**config.mk**
```make
export PLATFORM = sky130hd
export DESIGN_NAME = sei_intc
export DESIGN_NICKNAME = d
export VERILOG_FILES = /design/src/design/sei_pin_edge.v /design/src/design/sei_arb.v /design/src/design/sei_intc.v
export VERILOG_INCLUDE_DIRS = /design/src /design/src/design
export SDC_FILE = /design/constraint.sdc
export NUM_CORES = 1
export LEC_CHECK = 0
export BUFFER_PORTS_ARGS = -buffer_cell sky130_fd_sc_hd__buf_2
export CAP_MARGIN = 20
export CORE_MARGIN = 4
export CORE_UTILIZATION = 30
export CTS_BUF_LIST = sky130_fd_sc_hd__clkbuf_8
export DETAILED_ROUTE_END_ITERATION = 7
export SETUP_SLACK_MARGIN = 0.02
export SLEW_MARGIN = 0
export SYNTH_ARGS = -nofsm -noshare
export SYNTH_HDL_FRONTEND = slang
export SYNTH_HIERARCHICAL = 1
export SYNTH_SLANG_ARGS = --single-unit
```
**constraint.sdc**
```tcl
create_clock -name clk_sys_i -period 68.7 [get_ports clk_sys_i]
set_clock_uncertainty 0.05 [all_clocks]
set_input_delay 13.74 -clock clk_sys_i [delete_from_list [all_inputs] [get_ports clk_sys_i]]
set_output_delay 13.74 -clock clk_sys_i [all_outputs]
set_load 0.05 [all_outputs]
```
**src/design/sei_defs.vh**
```
// Constants for the interrupt vectoring and external trigger block
// Functional notes
// - Capture all flags once per machine cycle
// - Poll captured flags, call unless priority blocked
// - Vector only in instruction's last cycle
// - After return or enable/priority write, wait one instruction; a call still goes ahead if it comes on the polling tick while blk_q is 0
// - Denied requests are never remembered
// - Higher request preempts during lower call
// - Call pushes PC, loads source vector
// - Fixed vector address per source
// - Clear ext0/ext1 flag only if edge-triggered
// - Return ends level, pops PC, resumes
// - Plain return keeps level in progress
// - Ext0/ext1 type 0 low level, 1 falling
// - Falling edge: high sample then low sample
// - Ext2/ext3 select 0 falling, 1 rising
// - Ext4 to ext6 rising edge only
// - Reload pin falling sets flag if enabled
// - Ext2 to ext6 flags cleared on call
// - Six groups, four levels, 3 highest
// - Same level: group order, leftmost first
// - Hardware call lasts two machine cycles
`ifndef SEI_DEFS_VH
`define SEI_DEFS_VH

`define SEI_NSRC 17
`define SEI_MC_CLKS 12
`define SEI_CALL_MCYC 2
`define SEI_BLK_INSTR 2

// Register word offsets
`define SEI_OFF_ENABLE 4'h0
`define SEI_OFF_PRIO 4'h1
`define SEI_OFF_TRIG 4'h2
`define SEI_OFF_EXTFLAG 4'h3
`define SEI_OFF_STATUS 4'h4

// Fields
`define SEI_ENA_GLOBAL 17
`define SEI_PRIO_HI_LSB 8
`define SEI_TRIG_IT0 0
`define SEI_TRIG_IT1 1
`define SEI_TRIG_EXT2_EDGE_SELECT 2
`define SEI_TRIG_EXT3_EDGE_SELECT 3
`define SEI_TRIG_TIMER2_EXT_RELOAD_ENABLE 4
`define SEI_STAT_CAPT_LSB 8
`define SEI_RST_REG 32'h0000_0000

// Source indices
`define SEI_SRC_EXT0 5'h00
`define SEI_SRC_EXT1 5'h02
`define SEI_SRC_T2 5'h05
`define SEI_SRC_EXT2 5'h07

// Vector addresses
`define SEI_VEC_EXT0 16'h0003
`define SEI_VEC_TF0 16'h000b
`define SEI_VEC_EXT1 16'h0013
`define SEI_VEC_TF1 16'h001b
`define SEI_VEC_SER0 16'h0023
`define SEI_VEC_T2 16'h002b
`define SEI_VEC_ADC 16'h0043
`define SEI_VEC_EXT2 16'h004b
`define SEI_VEC_EXT_STEP 16'h0008
`define SEI_VEC_SER1 16'h0083
`define SEI_VEC_CMP 16'h0093
`define SEI_VEC_CTF 16'h009b
`define SEI_VEC_ICS 16'h00a3
`define SEI_VEC_ICR 16'h00ab

`endif

```
**src/design/sei_pin_edge.v**
```verilog
// Per-machine-cycle pin sampler with edge detector
`timescale 1ns/1ns
`default_nettype none
module sei_pin_edge (
  input wire clk_sys_i,
  input wire sys_rst_i,
  input wire tick_i,
  input wire pin_i,
  input wire rise_sel_i,
  output wire edge_o,
  output wire low_o
);
  reg cur_q;
  reg prev_q;

  always @(posedge clk_sys_i) begin
    if (sys_rst_i) begin
      cur_q <= 1'b1;
      prev_q <= 1'b1;
    end else if (tick_i) begin
      cur_q <= pin_i;
      prev_q <= cur_q;
    end
  end

  // Two successive samples differ in the selected direction
  assign edge_o = tick_i & (rise_sel_i ? (~prev_q & cur_q) : (prev_q & ~cur_q));
  assign low_o = ~cur_q;
endmodule
`default_nettype wire

```
**src/design/sei_arb.v**
```verilog
// Level and polling-order arbiter for seventeen sources
`timescale 1ns/1ns
`default_nettype none
module sei_arb (
  input wire [16:0] req_i,
  input wire [5:0] prio_lo_i,
  input wire [5:0] prio_hi_i,
  output reg valid_o,
  output reg [4:0] idx_o,
  output reg [1:0] lvl_o
);
  // Group of each source
  function [2:0] grp;
    input [4:0] s;
    begin
      if (s < 5'd6)
        grp = s[2:0];
      else if (s < 5'd12)
        grp = s[2:0] - 3'd6;
      else if (s == 5'd12)
        grp = 3'd0;
      else
        grp = s[2:0] - 3'd3;
    end
  endfunction

  // Place inside group: 0 left, 2 right
  function [1:0] pos;
    input [4:0] s;
    begin
      if (s < 5'd6)
        pos = 2'd0;
      else if (s < 5'd12)
        pos = 2'd2;
      else
        pos = 2'd1;
    end
  endfunction

  integer i;
  reg [4:0] ord;
  reg [4:0] best_ord;
  reg [1:0] l;
  reg [2:0] g;

  always @* begin
    valid_o = 1'b0;
    idx_o = 5'h00;
    lvl_o = 2'h0;
    best_ord = 5'h1f;
    ord = 5'h00;
    l = 2'h0;
    g = 3'h0;
    for (i = 0; i < 17; i = i + 1) begin
      g = grp(i[4:0]);
      l = {prio_hi_i[g], prio_lo_i[g]};
      ord = 5'd3 * {2'b00, g} + {3'b000, pos(i[4:0])};
      if (req_i[i] && (!valid_o || l > lvl_o || (l == lvl_o && ord < best_ord))) begin
        valid_o = 1'b1;
        idx_o = i[4:0];
        lvl_o = l;
        best_ord = ord;
      end
    end
  end
endmodule
`default_nettype wire

```
**src/design/sei_intc.v**
```verilog
// Interrupt vectoring controller with external trigger logic
`timescale 1ns/1ns
`default_nettype none
`include "sei_defs.vh"
module sei_intc #(
  parameter MC_CLKS = `SEI_MC_CLKS
) (
  input wire clk_sys_i,
  input wire sys_rst_i,
  // Avalon-MM slave
  input wire [3:0] avs_address_i,
  input wire avs_read_i,
  input wire avs_write_i,
  input wire [31:0] avs_writedata_i,
  output wire [31:0] avs_readdata_o,
  output wire avs_waitrequest_o,
  // Core sequencer
  input wire instr_last_i,
  input wire instr_blocking_i,
  input wire return_from_interrupt_i,
  output wire flag_sample_phase_o,
  output wire hw_vector_call_o,
  output wire call_busy_o,
  output wire [15:0] vec_addr_o,
  output wire [4:0] vec_src_o,
  output wire pop_pc_o,
  output wire [3:0] level_active_o,
  // Pins, active low for ext0/ext1
  input wire ext0_request_pin_n_i,
  input wire ext1_request_pin_n_i,
  input wire [4:0] ext26_request_pin_i,
  input wire timer2_reload_trigger_pin_i,
  // Peripheral flags, bits for ext sources ignored
  input wire [16:0] periph_flags_i
);
  reg [4:0] div_q;
  reg [31:0] rdata_q;
  reg ack_q;
  reg [17:0] ena_q;
  reg [5:0] prio_lo_q;
  reg [5:0] prio_hi_q;
  reg [4:0] trig_q;
  reg [7:0] ext_flag_q;
  reg [7:0] ext_flag_d;
  reg [16:0] smp_q;
  reg [3:0] inprog_q;
  reg [1:0] blk_q;
  reg [1:0] call_q;
  reg call_p_q;
  reg pop_q;
  reg [15:0] vec_addr_q;
  reg [4:0] vec_src_q;
  wire tick;
  wire [7:0] pins;
  wire [7:0] rise_sel;
  wire [7:0] pin_edge;
  wire [7:0] pin_low;
  wire [16:0] flags;
  wire [16:0] pend;
  wire arb_valid;
  wire [4:0] arb_idx;
  wire [1:0] arb_lvl;
  wire [1:0] cur_lvl;
  wire any_prog;
  wire lvl_ok;
  wire slot_ok;
  wire blk_dec;
  wire blk_ok;
  wire do_call;
  wire wr_ack;
  wire blk_set;
  wire [7:0] vec_clr;

  // Counts sized to the registers that load them
  localparam [1:0] CALL_MCYC = `SEI_CALL_MCYC;
  localparam [1:0] BLK_INSTR = `SEI_BLK_INSTR;

  // Machine cycle divider; the tick is the sampling phase
  assign tick = (div_q == MC_CLKS[4:0] - 5'd1);

  always @(posedge clk_sys_i) begin
    if (sys_rst_i)
      div_q <= 5'h00;
    else if (tick)
      div_q <= 5'h00;
    else
      div_q <= div_q + 5'd1;
  end

  // Pin order: ext0, ext1, ext2..ext6, reload trigger
  assign pins = {timer2_reload_trigger_pin_i, ext26_request_pin_i,
                 ext1_request_pin_n_i, ext0_request_pin_n_i};
  assign rise_sel = {1'b0, 3'b111, trig_q[`SEI_TRIG_EXT3_EDGE_SELECT],
                     trig_q[`SEI_TRIG_EXT2_EDGE_SELECT], 2'b00};

  genvar gi;
  generate
    for (gi = 0; gi < 8; gi = gi + 1) begin : g_pin
      sei_pin_edge u_edge (
        .clk_sys_i(clk_sys_i),
        .sys_rst_i(sys_rst_i),
        .tick_i(tick),
        .pin_i(pins[gi]),
        .rise_sel_i(rise_sel[gi]),
        .edge_o(pin_edge[gi]),
        .low_o(pin_low[gi])
      );
    end
  endgenerate

  // Avalon slave: one wait cycle, then answer
  assign avs_waitrequest_o = (avs_read_i | avs_write_i) & ~ack_q;
  assign avs_readdata_o = rdata_q;
  assign wr_ack = avs_write_i & ack_q;
  assign blk_set = instr_blocking_i | return_from_interrupt_i |
                   (wr_ack & (avs_address_i == `SEI_OFF_ENABLE ||
                              avs_address_i == `SEI_OFF_PRIO));

  always @(posedge clk_sys_i) begin
    if (sys_rst_i) begin
      ack_q <= 1'b0;
      rdata_q <= `SEI_RST_REG;
    end else begin
      ack_q <= (avs_read_i | avs_write_i) & ~ack_q;
      if (avs_read_i && !ack_q) begin
        case (avs_address_i)
          `SEI_OFF_ENABLE: rdata_q <= {14'h0000, ena_q};
          `SEI_OFF_PRIO: rdata_q <= {18'h00000, prio_hi_q, 2'b00, prio_lo_q};
          `SEI_OFF_TRIG: rdata_q <= {27'h0000000, trig_q};
          `SEI_OFF_EXTFLAG: rdata_q <= {24'h000000, ext_flag_q};
          `SEI_OFF_STATUS: rdata_q <= {7'h00, smp_q, 4'h0, inprog_q};
          default: rdata_q <= 32'h0000_0000;
        endcase
      end
    end
  end

  always @(posedge clk_sys_i) begin
    if (sys_rst_i) begin
      ena_q <= 18'h00000;
      prio_lo_q <= 6'h00;
      prio_hi_q <= 6'h00;
      trig_q <= 5'h00;
    end else if (wr_ack) begin
      case (avs_address_i)
        `SEI_OFF_ENABLE: ena_q <= avs_writedata_i[17:0];
        `SEI_OFF_PRIO: begin
          prio_lo_q <= avs_writedata_i[5:0];
          prio_hi_q <= avs_writedata_i[`SEI_PRIO_HI_LSB+5:`SEI_PRIO_HI_LSB];
        end
        `SEI_OFF_TRIG: trig_q <= avs_writedata_i[4:0];
        default: ;
      endcase
    end
  end

  // Flags cleared by the call: edge ext0/ext1 and ext2..ext6
  assign vec_clr[0] = do_call & (arb_idx == `SEI_SRC_EXT0) & trig_q[`SEI_TRIG_IT0];
  assign vec_clr[1] = do_call & (arb_idx == `SEI_SRC_EXT1) & trig_q[`SEI_TRIG_IT1];
  generate
    for (gi = 2; gi < 7; gi = gi + 1) begin : g_clr
      assign vec_clr[gi] = do_call & (arb_idx == `SEI_SRC_EXT2 + gi - 2);
    end
  endgenerate
  assign vec_clr[7] = 1'b0;

  // Software writes first, then call clears, hardware sets win
  always @* begin
    ext_flag_d = ext_flag_q;
    if (wr_ack && avs_address_i == `SEI_OFF_EXTFLAG)
      ext_flag_d = avs_writedata_i[7:0];
    ext_flag_d = ext_flag_d & ~vec_clr;
    ext_flag_d = ext_flag_d | (pin_edge & {trig_q[`SEI_TRIG_TIMER2_EXT_RELOAD_ENABLE], 5'h1f,
                                           trig_q[`SEI_TRIG_IT1], trig_q[`SEI_TRIG_IT0]});
    if (!trig_q[`SEI_TRIG_IT0])
      ext_flag_d[0] = pin_low[0];
    if (!trig_q[`SEI_TRIG_IT1])
      ext_flag_d[1] = pin_low[1];
  end

  always @(posedge clk_sys_i) begin
    if (sys_rst_i)
      ext_flag_q <= 8'h00;
    else
      ext_flag_q <= ext_flag_d;
  end

  // Request flags in polling index order; external ones come from this block
  assign flags[0] = ext_flag_q[0];
  assign flags[1] = periph_flags_i[1];
  assign flags[2] = ext_flag_q[1];
  assign flags[3] = periph_flags_i[3];
  assign flags[4] = periph_flags_i[4];
  assign flags[5] = periph_flags_i[5] | ext_flag_q[7];
  assign flags[6] = periph_flags_i[6];
  assign flags[7] = ext_flag_q[2];
  assign flags[8] = ext_flag_q[3];
  assign flags[9] = ext_flag_q[4];
  assign flags[10] = ext_flag_q[5];
  assign flags[11] = ext_flag_q[6];
  assign flags[12] = periph_flags_i[12];
  assign flags[13] = periph_flags_i[13];
  assign flags[14] = periph_flags_i[14];
  assign flags[15] = periph_flags_i[15];
  assign flags[16] = periph_flags_i[16];

  // Capture at the sampling phase, poll during the next cycle
  always @(posedge clk_sys_i) begin
    if (sys_rst_i)
      smp_q <= 17'h00000;
    else if (tick)
      smp_q <= flags;
  end

  // Only what is captured now is considered
  assign pend = smp_q & ena_q[16:0] & {17{ena_q[`SEI_ENA_GLOBAL]}};

  sei_arb u_arb (
    .req_i(pend),
    .prio_lo_i(prio_lo_q),
    .prio_hi_i(prio_hi_q),
    .valid_o(arb_valid),
    .idx_o(arb_idx),
    .lvl_o(arb_lvl)
  );

  assign any_prog = |inprog_q;
  assign cur_lvl = inprog_q[3] ? 2'd3 : inprog_q[2] ? 2'd2 : inprog_q[1] ? 2'd1 : 2'd0;
  assign lvl_ok = !any_prog || (arb_lvl > cur_lvl);
  // Last call cycle counts as an instruction end for preemption
  assign slot_ok = (call_q == 2'd1) || (call_q == 2'd0 && instr_last_i);
  assign blk_dec = tick && slot_ok && blk_q != 2'd0;
  assign blk_ok = (blk_q == 2'd0) || (blk_q == 2'd1 && blk_dec && !blk_set);
  assign do_call = tick & arb_valid & lvl_ok & slot_ok & blk_ok;

  always @(posedge clk_sys_i) begin
    if (sys_rst_i)
      blk_q <= 2'd0;
    else if (blk_set)
      blk_q <= BLK_INSTR;
    else if (blk_dec)
      blk_q <= blk_q - 2'd1;
  end

  // Call sequencer: call pulse and two-cycle busy count
  always @(posedge clk_sys_i) begin
    if (sys_rst_i) begin
      call_q <= 2'd0;
      call_p_q <= 1'b0;
      pop_q <= 1'b0;
    end else begin
      call_p_q <= do_call;
      pop_q <= return_from_interrupt_i & any_prog;
      if (do_call)
        call_q <= CALL_MCYC;
      else if (tick && call_q != 2'd0)
        call_q <= call_q - 2'd1;
    end
  end

  // Vector of the called source, held until the next call
  always @(posedge clk_sys_i) begin
    if (sys_rst_i) begin
      vec_addr_q <= 16'h0000;
      vec_src_q <= 5'h00;
    end else if (do_call) begin
      vec_src_q <= arb_idx;
      vec_addr_q <= vec_of(arb_idx);
    end
  end

  // In-progress bit per level: set by a call, cleared by a return
  always @(posedge clk_sys_i) begin
    if (sys_rst_i)
      inprog_q <= 4'h0;
    else if (do_call)
      inprog_q[arb_lvl] <= 1'b1;
    else if (return_from_interrupt_i && any_prog)
      inprog_q[cur_lvl] <= 1'b0;
  end

  function [15:0] vec_of;
    input [4:0] s;
    begin
      case (s)
        5'd0: vec_of = `SEI_VEC_EXT0;
        5'd1: vec_of = `SEI_VEC_TF0;
        5'd2: vec_of = `SEI_VEC_EXT1;
        5'd3: vec_of = `SEI_VEC_TF1;
        5'd4: vec_of = `SEI_VEC_SER0;
        5'd5: vec_of = `SEI_VEC_T2;
        5'd6: vec_of = `SEI_VEC_ADC;
        5'd7, 5'd8, 5'd9, 5'd10, 5'd11:
          vec_of = `SEI_VEC_EXT2 + `SEI_VEC_EXT_STEP * {11'h000, s - 5'd7};
        5'd12: vec_of = `SEI_VEC_SER1;
        5'd13: vec_of = `SEI_VEC_CMP;
        5'd14: vec_of = `SEI_VEC_CTF;
        5'd15: vec_of = `SEI_VEC_ICS;
        5'd16: vec_of = `SEI_VEC_ICR;
        default: vec_of = 16'h0000;
      endcase
    end
  endfunction

  assign flag_sample_phase_o = tick;
  assign hw_vector_call_o = call_p_q;
  assign call_busy_o = call_q != 2'd0;
  assign vec_addr_o = vec_addr_q;
  assign vec_src_o = vec_src_q;
  assign pop_pc_o = pop_q;
  assign level_active_o = inprog_q;
endmodule
`default_nettype wire

```
==> results.tsv <==
stage	metric	value	unit
status	outcome	finished clean	
worst_setup_path	crit_path_cell_trace	buf_2 -> nor2_1 -> nor2_1 -> buf_2	
logic_synthesis	syn_area_per_cell	7.83	um2
place	io_buffers	93	
clocking	post_cts_buffers	0	
floorplan	rows	61	
floorplan	io_pins	130	
logic_synthesis	synthAdderAreaFrac	6.51	%
grt	grt_pass1_wl	42.8	mm
final_layout	multi_input_area	0.00544	mm2
floorplan	fp.dieH	176	um
clocking	clkTransAtPathRegs	0.09	ns
sta	worstMarginPinSlew	0.996	ns
sta	drv_slew	0	
worst_setup_path	worstReg2RegStart	ena_q[17]$_SDFFE_PP0P_	
hold_path	min_delay_path_depth	2	
detailed_routing	drtIter0Drc	669	
clocking	cts_buffers	17	
flow_run	max-cap-violations	0	
worst_setup_path	r2r_cells	120	
sta	hold_viol	0	
logic_synthesis	synth-edff-count	0	
power	power_frac_comb	5.9	%
logic_synthesis	synth_top_family_by_area	simple AND/OR/NAND/NOR gates	
clocking	cts_resized	0	
clocking	htree_num_levels	4	
logic_synthesis	yosys.area_share.simple	25.0	%
logic_synthesis	yosys_warnings	6	
final_layout	diodes	0	
sta	finalSetupViolations	0	
worst_setup_path	crit_type	in -> out	
final_layout	nFillCells	3012	
clocking	cts_max_path_buffers	2	
hold_path	min-delay-start	avs_readdata_o[20]$_SDFFE_PP0P_	
sta	slew_headroom	33.3	%
logic_synthesis	synthXorXnorAreaFrac	0.829	%
worst_setup_path	required	54.91	ns
sta	clock.fmax	35.6	MHz
worst_setup_path	end_kind	output port	
worst_setup_path	crit_arrival	14.33	ns
logic_synthesis	synth_common_cells	nand2_1 (182), dfxtp_1 (129), a21oi_1 (90), nor2_1 (83), inv_1 (53)	
detailed_routing	drc	0	
logic_synthesis	synthArstFlopShare	0	%
power	power	0.154	mW
clocking	cts-root-buf	clkbuf_8	
logic_synthesis	synth-seq-area-share	30.5	%
grt	grt_pass1_vias	7775	
logic_synthesis	ys_ff_latch	129	
floorplan	initial_core_util	30.4	%
grt	grt_antenna_before_repair	3	
worst_setup_path	crit_fanout	5	
place	place.gp.congestion	0.965	
logic_synthesis	syn-cell-area	0.00845	mm2
worst_setup_path	reg2reg_to	vec_addr_o[4]$_SDFFE_PP0N_	
grt	grt_max_degree	85	
grt	grt_util_met3	2.28	%
power	power.switching	0.0457	mW
logic_synthesis	yosysTopAreaCellShare	30.5	%
power	p_seq_share	48.9	%
final_layout	final_nets	1280	
worst_setup_path	path_buf_inv	2	
grt	grt_use_total	17.1	%
logic_synthesis	synth_ff_type	dfxtp_1	
power	p_int	0.109	mW
clocking	clock_sinks	129	
sta	min_period_over_period	40.9	%
sta	rsz0062_at_grt	false	
power	power.density	16.0	mW/mm2
sta	tns	0	ns
hold_path	hold_class	reg -> reg	
grt	grt_overflow	0	
clocking	cts_hold_buf	0	
logic_synthesis	synth.top_cells.by_area	dfxtp_1 (31%), nand2_1 (8.1%), ha_1 (6.5%)	
detailed_routing	vias	8270	
floorplan	dieWidth	176	um
detailed_routing	drtAntennaViolNets	0	
final_layout	drive_gt1_share	15.8	%
grt	grt_use_met2	28.8	%
worst_setup_path	start_kind	primary input	
worst_setup_path	slowest_stage	buf_2	
detailed_routing	wl_per_cell	17.5	um
grt	met1_usage	22.6	%
place	dp_cells	1526	
worst_setup_path	slowest_delay	0.27	ns
logic_synthesis	synth_cell_type_count	92	
power	irDropWorstVdd	0.0110	mV
logic_synthesis	synth_top_cell_by_area	dfxtp_1	
floorplan	core-area	0.0278	mm2
clocking	clock_latency	0.46	ns
clocking	cts_tree	done	
detailed_routing	drt_pass1_iterations	5	
floorplan	dieArea	0.0309	mm2
logic_synthesis	synth_cells	1080	
sta	min_period	28.12	ns
detailed_routing	drt-vias-per-instance	5.30	
worst_setup_path	ff2ff_setup_slack	40.73	ns
logic_synthesis	synth_compound_area_share	24.5	%
final_layout	stdcell_count	1559	
final_layout	register_area	0.00258	mm2
power	pwr-share-clk	45.2	%
place	dp_hpwl	20.4	mm
logic_synthesis	yosysMostFrequentCell	nand2_1	
power	p_leak	3.98	nW
grt	busiest_layer	met2	
final_layout	syn_to_final_growth	14.4	%
logic_synthesis	synthMuxAreaShare	6.13	%
worst_setup_path	cp_top_family	buffers and inverters	
hold_path	whs_endpoint	avs_readdata_o[20]$_SDFFE_PP0P_	
power	swShare	29.6	%
detailed_routing	drt-total-wl	27.2	mm
-- cells by family after synthesis --
group	Yosys count
simple gates	437
mux	49
compound gates	296
buf+inv	115
other cells	2
flops	129
xor+xnor	8
fa+ha+maj	44
-- how the worst max path moves through the flow --
stage	startpoint	end	slack (ns)	cells past startpoint
2_1_floorplan	avs_write_i	avs_waitrequest_o	40.49	2
3_3_place_gp	avs_write_i	avs_waitrequest_o	40.58	4
3_5_place_dp	avs_write_i	avs_waitrequest_o	40.57	4
4_1_cts	avs_write_i	avs_waitrequest_o	40.57	4
5_1_grt	ena_q[17]$_SDFFE_PP0P_	vec_addr_o[5]$_SDFFE_PP0N_	38.52	120
6_report	avs_write_i	avs_waitrequest_o	40.58	4
-- layout make-up --
class	count	area share, %
multi-input combinational	861	56.2
inverter	54	2.12
tap	378	4.89
sequential	129	26.7
timing repair buffer	105	5.77
clock buffer	17	2.42
clock inverter	15	1.94
-- through the flow --
step | setup slack, ns | util, % | cell area, um2 | hold slack [ns]
floorplan | 40.49 | - | 8550 | 0.383
global placement | 40.58 | 33.3 | 9250 | 0.387
detailed placement | 40.57 | 33.3 | 9250 | 0.390
CTS | 40.57 | 34.8 | 9670 | 0.408
global route | 38.52 | 34.8 | 9680 | 0.432
finish | 40.58 | 34.8 | 9680 | 0.405
-- tightest hold or removal path, stage by stage, from the launching register on --
cell and delay, ns:
dfxtp_1 0.32, nand2_1 0.05, a21oi_1 0.05
-- per-layer routing --
metal | vias up | routed length, um
met5 | - | 22
met3 | 45 | 1290
met2 | 240 | 13000
met1 | 3939 | 12200
met4 | 4 | 750
li1 | 4042 | -
-- power groups by stage --
stage	registers [mW]	clock network (mW)	logic, mW
2_1_floorplan	0.0770	0	0.00663
3_3_place_gp	0.0772	0	0.00901
3_5_place_dp	0.0773	0	0.00904
4_1_cts	0.0755	0.0712	0.00905
5_1_grt	0.0756	0.0742	0.00987
6_report	0.0755	0.0698	0.00908
-- sequential cells by signal, summed over array words and instances (netlist names) --
register / cells
vec_addr_o: 7
level_active_o: 4
pop_pc_o: 1
ext_flag_q: 8
g_pin.u_edge/prev_q: 8
avs_readdata_o: 25
blk_q: 2
trig_q: 5
prio_lo_q: 6
vec_src_o: 5
g_pin.u_edge/cur_q: 8
smp_q: 17
div_q: 5
hw_vector_call_o: 1
call_q: 2
ena_q: 18
ack_q: 1
prio_hi_q: 6
-- cell usage in the layout, fill, tap and decap left out, types with 13 or more instances in the layout --
| cell | count |
|---|---|
| nand3_1 | 36 |
| a21oi_1 | 90 |
| nor2_1 | 83 |
| nor2b_1 | 16 |
| buf_2 | 92 |
| ha_1 | 44 |
| o211ai_1 | 19 |
| and3_1 | 21 |
| nand2b_1 | 16 |
| conb_1 | 27 |
| dfxtp_1 | 129 |
| buf_4 | 13 |
| clkbuf_8 | 17 |
| nand2_1 | 182 |
| mux2i_1 | 39 |
| nor3_1 | 17 |
| inv_1 | 52 |
| o21ai_0 | 52 |
| a22oi_1 | 15 |
No activity file was read; power rests on OpenSTA's default activity.
